<file path="src/logic/pirq_pkg.sv">
// constants, offsets and types of the peripheral interrupt enable/flag registers
package pirq_pkg;
    localparam int REG_W  = 8;
    localparam int ADDR_W = 8;
    localparam int DATA_W = 32;
    localparam int BE_W   = 4;

    localparam logic [ADDR_W-1:0] FLAGS_OFS      = 8'h0C;
    localparam logic [ADDR_W-1:0] ENABLES_OFS    = 8'h8C;
    localparam logic [ADDR_W-1:0] CORE_CTRL_OFS  = 8'h10;
    localparam logic [ADDR_W-1:0] EVT_STATUS_OFS = 8'h14;
    localparam logic [ADDR_W-1:0] EVT_MASK_OFS   = 8'h18;

    localparam int BIT_PAR_SLAVE_PORT = 7;
    localparam int BIT_CONVERTER      = 6;
    localparam int BIT_SERIAL_RX      = 5;
    localparam int BIT_SERIAL_TX      = 4;
    localparam int BIT_SYNC_SERIAL    = 3;
    localparam int BIT_CAPCOMP        = 2;
    localparam int BIT_TIMER_B_MATCH  = 1;
    localparam int BIT_TIMER_A_OVF    = 0;

    localparam int BIT_GLOBAL_IRQ_ENABLE        = 7;
    localparam int BIT_PERIPHERAL_MASTER_ENABLE = 6;

    localparam logic [REG_W-1:0] FLAGS_RESET      = 8'h00;
    localparam logic [REG_W-1:0] ENABLES_RESET    = 8'h00;
    localparam logic [REG_W-1:0] CORE_CTRL_RESET  = 8'h00;
    localparam logic [REG_W-1:0] EVT_STATUS_RESET = 8'h00;
    localparam logic [REG_W-1:0] EVT_MASK_RESET   = 8'h00;
    localparam logic [REG_W-1:0] CORE_CTRL_MASK   = 8'hC0;

    typedef enum logic {
        BUS_IDLE,
        BUS_ANSWER
    } pirq_bus_state_t;
endpackage

</file>
<file path="src/logic/pirq_flag_if.sv">
// link between the bus-side control and the flag register bank
`timescale 1ns/1ps
interface pirq_flag_if #(parameter int W = 8);
    logic [W-1:0] events;
    logic         wr_en;
    logic [W-1:0] wr_data;
    logic         rx_full;
    logic         tx_empty;
    logic [W-1:0] flags;

    modport bank (input events, input wr_en, input wr_data, input rx_full, input tx_empty, output flags);
    modport ctrl (output events, output wr_en, output wr_data, output rx_full, output tx_empty, input flags);
endinterface

</file>
<file path="src/logic/pirq_flag_bank.sv">
// peripheral flag register: sticky event bits and two live buffer bits
`timescale 1ns/1ps
module pirq_flag_bank
    import pirq_pkg::*;
(
    input wire logic    clock,
    input wire logic    resetn,
    pirq_flag_if.bank   fl
);
    logic [REG_W-1:0] flags_reg;
    logic [REG_W-1:0] flags_next;

    genvar i;
    generate
        for (i = 0; i < REG_W; i++) begin : g_flag
            if (i == BIT_SERIAL_RX) begin : g_rx
                // tracks buffer state, software writes ignored
                assign flags_next[i] = fl.rx_full;
            end else if (i == BIT_SERIAL_TX) begin : g_tx
                assign flags_next[i] = fl.tx_empty;
            end else begin : g_sticky
                // event ORed after the write so a set beats a clear
                assign flags_next[i] = fl.events[i] | (fl.wr_en ? fl.wr_data[i] : flags_reg[i]);
            end
        end
    endgenerate

    always_ff @(posedge clock or negedge resetn) begin
        if (!resetn) begin
            flags_reg <= FLAGS_RESET;
        end else begin
            flags_reg <= flags_next;
        end
    end

    assign fl.flags = flags_reg;
endmodule

</file>
<file path="src/logic/pirq_regs.sv">
// peripheral interrupt enable and flag registers with Avalon-MM slave
`timescale 1ns/1ps
module pirq_regs
    import pirq_pkg::*;
(
    input  wire logic              clock,
    input  wire logic              resetn,
    input  wire logic [ADDR_W-1:0] avs_address,
    input  wire logic              avs_read,
    input  wire logic              avs_write,
    input  wire logic [DATA_W-1:0] avs_writedata,
    input  wire logic [BE_W-1:0]   avs_byteenable,
    output logic      [DATA_W-1:0] avs_readdata,
    output logic                   avs_waitrequest,
    input  wire logic [REG_W-1:0]  periph_events,
    input  wire logic              serial_rx_buffer_full,
    input  wire logic              serial_tx_buffer_empty,
    output logic                   periph_irq_req,
    output logic                   irq
);
    pirq_bus_state_t  bus_state_reg;
    pirq_bus_state_t  bus_state_next;
    logic             waitrequest_reg;
    logic             waitrequest_next;
    logic [DATA_W-1:0] readdata_reg;
    logic [DATA_W-1:0] readdata_next;
    logic [REG_W-1:0] enables_reg;
    logic [REG_W-1:0] enables_next;
    logic [REG_W-1:0] core_ctrl_reg;
    logic [REG_W-1:0] core_ctrl_next;
    logic [REG_W-1:0] evt_status_reg;
    logic [REG_W-1:0] evt_status_next;
    logic [REG_W-1:0] evt_mask_reg;
    logic [REG_W-1:0] evt_mask_next;
    logic [REG_W-1:0] pend_prev_reg;
    logic             req_reg;
    logic             req_next;
    logic             irq_reg;
    logic             irq_next;

    wire              bus_req;
    wire              wr_fire;
    wire              lane0;
    wire              hit_flags;
    wire              hit_enables;
    wire              hit_core;
    wire              hit_status;
    wire              hit_mask;
    wire [REG_W-1:0]  wdata8;
    wire [REG_W-1:0]  rd_value8;
    wire [REG_W-1:0]  pend;
    wire [REG_W-1:0]  pend_rise;
    wire [REG_W-1:0]  status_clear;
    wire              master_ok;

    pirq_flag_if #(.W(REG_W)) fl ();

    pirq_flag_bank u_flags (
        .clock  (clock),
        .resetn (resetn),
        .fl     (fl.bank)
    );

    // bus decode; request sampled once idle, committed in the answer cycle
    assign bus_req     = avs_read | avs_write;
    assign wr_fire     = avs_write & (bus_state_reg == BUS_ANSWER);
    assign lane0       = avs_byteenable[0];
    assign wdata8      = avs_writedata[REG_W-1:0];
    assign hit_flags   = (avs_address == FLAGS_OFS);
    assign hit_enables = (avs_address == ENABLES_OFS);
    assign hit_core    = (avs_address == CORE_CTRL_OFS);
    assign hit_status  = (avs_address == EVT_STATUS_OFS);
    assign hit_mask    = (avs_address == EVT_MASK_OFS);

    // unmapped addresses read zero
    assign rd_value8 = hit_flags   ? fl.flags       :
                       hit_enables ? enables_reg    :
                       hit_core    ? core_ctrl_reg  :
                       hit_status  ? evt_status_reg :
                       hit_mask    ? evt_mask_reg   : 8'h00;

    // flag bank inputs
    assign fl.events   = periph_events;
    assign fl.wr_en    = wr_fire & hit_flags & lane0;
    assign fl.wr_data  = wdata8;
    assign fl.rx_full  = serial_rx_buffer_full;
    assign fl.tx_empty = serial_tx_buffer_empty;

    // per-source gating by its enable bit
    assign pend      = fl.flags & enables_reg;
    assign master_ok = core_ctrl_reg[BIT_PERIPHERAL_MASTER_ENABLE] & core_ctrl_reg[BIT_GLOBAL_IRQ_ENABLE];
    assign req_next  = (|pend) & master_ok;

    // enabling an already set flag raises at once; software avoids that
    assign pend_rise    = pend & ~pend_prev_reg;
    assign status_clear = (wr_fire & hit_status & lane0) ? wdata8 : 8'h00;

    always_comb begin
        bus_state_next   = bus_state_reg;
        waitrequest_next = 1'b1;
        readdata_next    = readdata_reg;
        unique case (bus_state_reg)
            BUS_IDLE: begin
                if (bus_req) begin
                    bus_state_next   = BUS_ANSWER;
                    waitrequest_next = 1'b0;
                    readdata_next    = {{(DATA_W-REG_W){1'b0}}, rd_value8};
                end
            end
            BUS_ANSWER: begin
                bus_state_next = BUS_IDLE;
            end
        endcase
    end

    always_comb begin
        enables_next = enables_reg;
        if (wr_fire & hit_enables & lane0) begin
            enables_next = wdata8;
        end
    end

    always_comb begin
        core_ctrl_next = core_ctrl_reg;
        if (wr_fire & hit_core & lane0) begin
            core_ctrl_next = wdata8 & CORE_CTRL_MASK;
        end
    end

    always_comb begin
        evt_mask_next = evt_mask_reg;
        if (wr_fire & hit_mask & lane0) begin
            evt_mask_next = wdata8;
        end
    end

    // new rises win over a write-one clear in the same cycle
    assign evt_status_next = (evt_status_reg & ~status_clear) | pend_rise;
    assign irq_next        = |(evt_status_reg & evt_mask_reg);

    always_ff @(posedge clock or negedge resetn) begin
        if (!resetn) begin
            bus_state_reg   <= BUS_IDLE;
            waitrequest_reg <= 1'b1;
            readdata_reg    <= '0;
        end else begin
            bus_state_reg   <= bus_state_next;
            waitrequest_reg <= waitrequest_next;
            readdata_reg    <= readdata_next;
        end
    end

    always_ff @(posedge clock or negedge resetn) begin
        if (!resetn) begin
            enables_reg   <= ENABLES_RESET;
            core_ctrl_reg <= CORE_CTRL_RESET;
            evt_mask_reg  <= EVT_MASK_RESET;
        end else begin
            enables_reg   <= enables_next;
            core_ctrl_reg <= core_ctrl_next;
            evt_mask_reg  <= evt_mask_next;
        end
    end

    always_ff @(posedge clock or negedge resetn) begin
        if (!resetn) begin
            evt_status_reg <= EVT_STATUS_RESET;
            pend_prev_reg  <= '0;
            req_reg        <= 1'b0;
            irq_reg        <= 1'b0;
        end else begin
            evt_status_reg <= evt_status_next;
            pend_prev_reg  <= pend;
            req_reg        <= req_next;
            irq_reg        <= irq_next;
        end
    end

    assign avs_readdata    = readdata_reg;
    assign avs_waitrequest = waitrequest_reg;
    assign periph_irq_req  = req_reg;
    assign irq             = irq_reg;
endmodule
</file>
<file path="config.mk">
export PLATFORM = sky130hd
export DESIGN_NAME = pirq_regs
export DESIGN_NICKNAME = d
export VERILOG_FILES = /design/src/logic/pirq_pkg.sv /design/src/logic/pirq_flag_if.sv /design/src/logic/pirq_flag_bank.sv /design/src/logic/pirq_regs.sv
export SDC_FILE = /design/constraint.sdc
export NUM_CORES = 1
export LEC_CHECK = 0
export CAP_MARGIN = 30
export CORE_ASPECT_RATIO = 1.25
export CORE_UTILIZATION = 45
export DETAILED_ROUTE_END_ITERATION = 10
export DONT_BUFFER_PORTS = 1
export PLACE_DENSITY = 0.61
export SYNTH_ARGS = -nofsm -noshare
export SYNTH_HDL_FRONTEND = slang
export SYNTH_SLANG_ARGS = --single-unit
</file>
<file path="constraint.sdc">
create_clock -name clock -period 3.66 [get_ports clock]
set_clock_uncertainty 0.05 [all_clocks]
set_input_delay 0.549 -clock clock [delete_from_list [all_inputs] [get_ports clock]]
set_output_delay 0.549 -clock clock [all_outputs]
set_load 0.01 [all_outputs]
</file>
==> results.md <==
* Clk buf depth at 2
* Leading cell type in the layout, fill and taps excluded: dfrtp_1
* Logic pwr share at 0.080
* Syn. warnings at 0
* Die Y at 87.15 um
* Fillcell total at 526
* Yosys reg bits at 54
* Detail Route Antenna Nets at 0
* Peak VDD IR at 0.0002878 V
* Total GRT Usage at 0.2037
* Sequential Power Share at 0.571
* Max cap viols at 0
* Initial antenna violation count at 0
* Routability cong. at 0.7603
* Grt ovf at 0
* Setup Fix Bufs, Post-CTS at 0
* Setup crit end kind: flip-flop
* Switching part of the total at 0.2448
* Crit path time final at 2129 ps
* Prevailing post-synth register cell: dfrtp_1
* Cts bufs inserted at 5
* Min-delay worst type: in -> async
* Via count at 1629
* Utilization after layout at 0.4918
* Worst-margin pin slew at 805.9 ps
* Clock share of power at 0.349
* DRC at 0
* Post-synth design cell area at 0.002610 sq mm
* Largest net degree at the start of global routing at 54
* H-tree depth at 2
* Syn-to-layout area delta at 3.979%
* Crit start category: input pin
* Async SR Flop Fraction at 1.000
* Io pins at 93
* DRT Pass-1 Iters at 4
* Share of post-route cells with drive strength above 1 at 0.1870
* DP Worst Slack at 1162 ps
* Die area at 0.006110 sq mm
* DRT Wirelength at 5.617 mm
* PortBufs at 0
* Fin Setup TNS at 0 ps
* Area of the multi-input gates at 0.001085 sq mm
* CTS root buffer: clkbuf_8
* Drt wl/cell at 19.11 um
* Syn Inst Count at 225
* Inserted Diodes at 0
* Register area at 0.001353 sq mm
* Setup ws final at 1531 ps
* CTS tree: yes
* Starting density of the core at 0.4730
* P_leak at 1.271 nW
* WS Path Type: in -> reg
* Post-synthesis area per instance at 11.60 sq um
* Slew Limit Headroom at 0.4608
* Psw at 0.0002776 W
* Critical Path AT at 2270 ps
* Tcrit/Tclk final at 0.5818
* Count of cell types in the netlist at 34
* Total Nets Final at 287
* Final Non-Filler Cells at 294
* Worst-Skew Late Latency at 310 ps
* Worst path required time at 3800 ps
* Final hold violations at 0
* Status: finished clean
* Vias in the first global route at 1616
* # setup viols final at 0
* Slew Limit Fails at 0
* RSZ-0062 raised after global routing: no
* CORE AREA at 0.005518 sq mm
* Overall Power at 0.001134 W
* 1st-iter DRT viols at 97
* Global-route wire length before repair at 9.011 mm
* Number of synthesized flops with an enable pin at 0
* Fmax at 469.7 MHz
* Sequential share of the synthesized area at 0.5182
* FP Rows at 30
* Crit path max fanout at 8
* Clock slew seen by the registers of the worst setup and hold paths at 90 ps
* Internal power at 0.0008565 W
* Hpwl dp at 3.653 mm
* Clk sinks at 54
* Die Wd at 70.12 um
* Most frequent cells in the layout: 53 x dfrtp_1, 24 x conb_1, 17 x nand2_1, 12 x a21oi_1
* Via density at 5.541
* DP Cell Count at 285
* Pwr Density at 417.9 mW/mm^2
==> layout make-up <==
| cell class | instances | share of cell area |
|---|---|---|
| sequential | 54 | 0.4984 |
| multi-input combinational | 154 | 0.3997 |
| tap | 64 | 0.02951 |
| clock buffer | 5 | 0.02536 |
| timing repair buffer | 4 | 0.01844 |
| clock inverter | 3 | 0.01475 |
| inverter | 10 | 0.01383 |
==> power by group through the flow <==
stage	registers [W]	logic, W	clock network (W)
floorplan	0.000655	0.0000831	0
global placement	0.000660	0.0000754	0
CTS	0.000648	0.0000918	0.000408
finish	0.000647	0.0000910	0.000396
global route	0.000651	0.000104	0.000430
detailed placement	0.000660	0.0000759	0
==> logic make-up after synthesis <==
family                 share of synthesized area
AO/OA/AOI/OAI                             0.1333
other                                   0.001437
AND/OR/NAND/NOR                           0.1510
buffers and inverters                    0.09923
flip-flops                                0.5182
multiplexers                             0.09684
==> Yosys cell counts, types with 4 or more instances <==
| master | number | area (sq um) |
|---|---|---|
| a211o_1 | 6 | 52.55 |
| a21oi_1 | 12 | 60.06 |
| a22oi_1 | 10 | 75.07 |
| buf_4 | 25 | 187.7 |
| dfrtp_1 | 53 | 1326 |
| inv_1 | 9 | 33.78 |
| mux2_2 | 10 | 112.6 |
| mux2_4 | 8 | 120.1 |
| nand2_1 | 17 | 63.81 |
| nand2b_1 | 9 | 56.30 |
| nor2_1 | 4 | 15.01 |
| nor2b_1 | 7 | 43.79 |
| nor3_1 | 6 | 30.03 |
| o22ai_1 | 6 | 37.54 |
| o2bb2ai_1 | 10 | 87.58 |
| or2_2 | 6 | 37.54 |
==> metrics by stage <==
step | instance area, sq um | hold slack, ps
after detailed placement | 2577 | 204.2
after CTS | 2714 | 14.67
after global routing | 2714 | 3.611
after global placement | 2577 | 204.8
after floorplan | 2696 | 203.4
final | 2714 | 27.30
==> critical path: stages <==
cell and delay, ps:
or4_4 620, nor3b_4 440, nand2b_2 300, mux2_4 360
==> path summary, 6_finish.rpt <==
kind                                        from                   to  slack [ps]  cells past startpoint
min reg2reg                     pend_prev_reg[5]    evt_status_reg[5]         360                      1
max                               avs_address[1]      evt_mask_reg[0]        1530                      4
min                                       resetn      avs_waitrequest          30                      0
min in group clock         serial_rx_buffer_full  u_flags.fl.flags[5]         200                      0
max reg2reg                        bus_state_reg       enables_reg[2]        1690                      3
max in group asynchronous                 resetn      avs_readdata[4]        3300                      1
==> metal layers <==
layer | global-route usage | share of wire
met2 | 0.3226 | 0.49
met3 | 0.04861 | 0.059
met5 | 0 | 0
met4 | 0.07818 | 0.014
met1 | 0.2723 | 0.43
==> what timing repair did <==
| action | 4_1_cts | 5_1_grt |
|---|---|---|
| resized for setup | 0 | 0 |
| hold buffers | 1 | 0 |
| endpoints found under the hold margin | 53 | 0 |
Note: power is estimated with default switching activity, not from simulation.
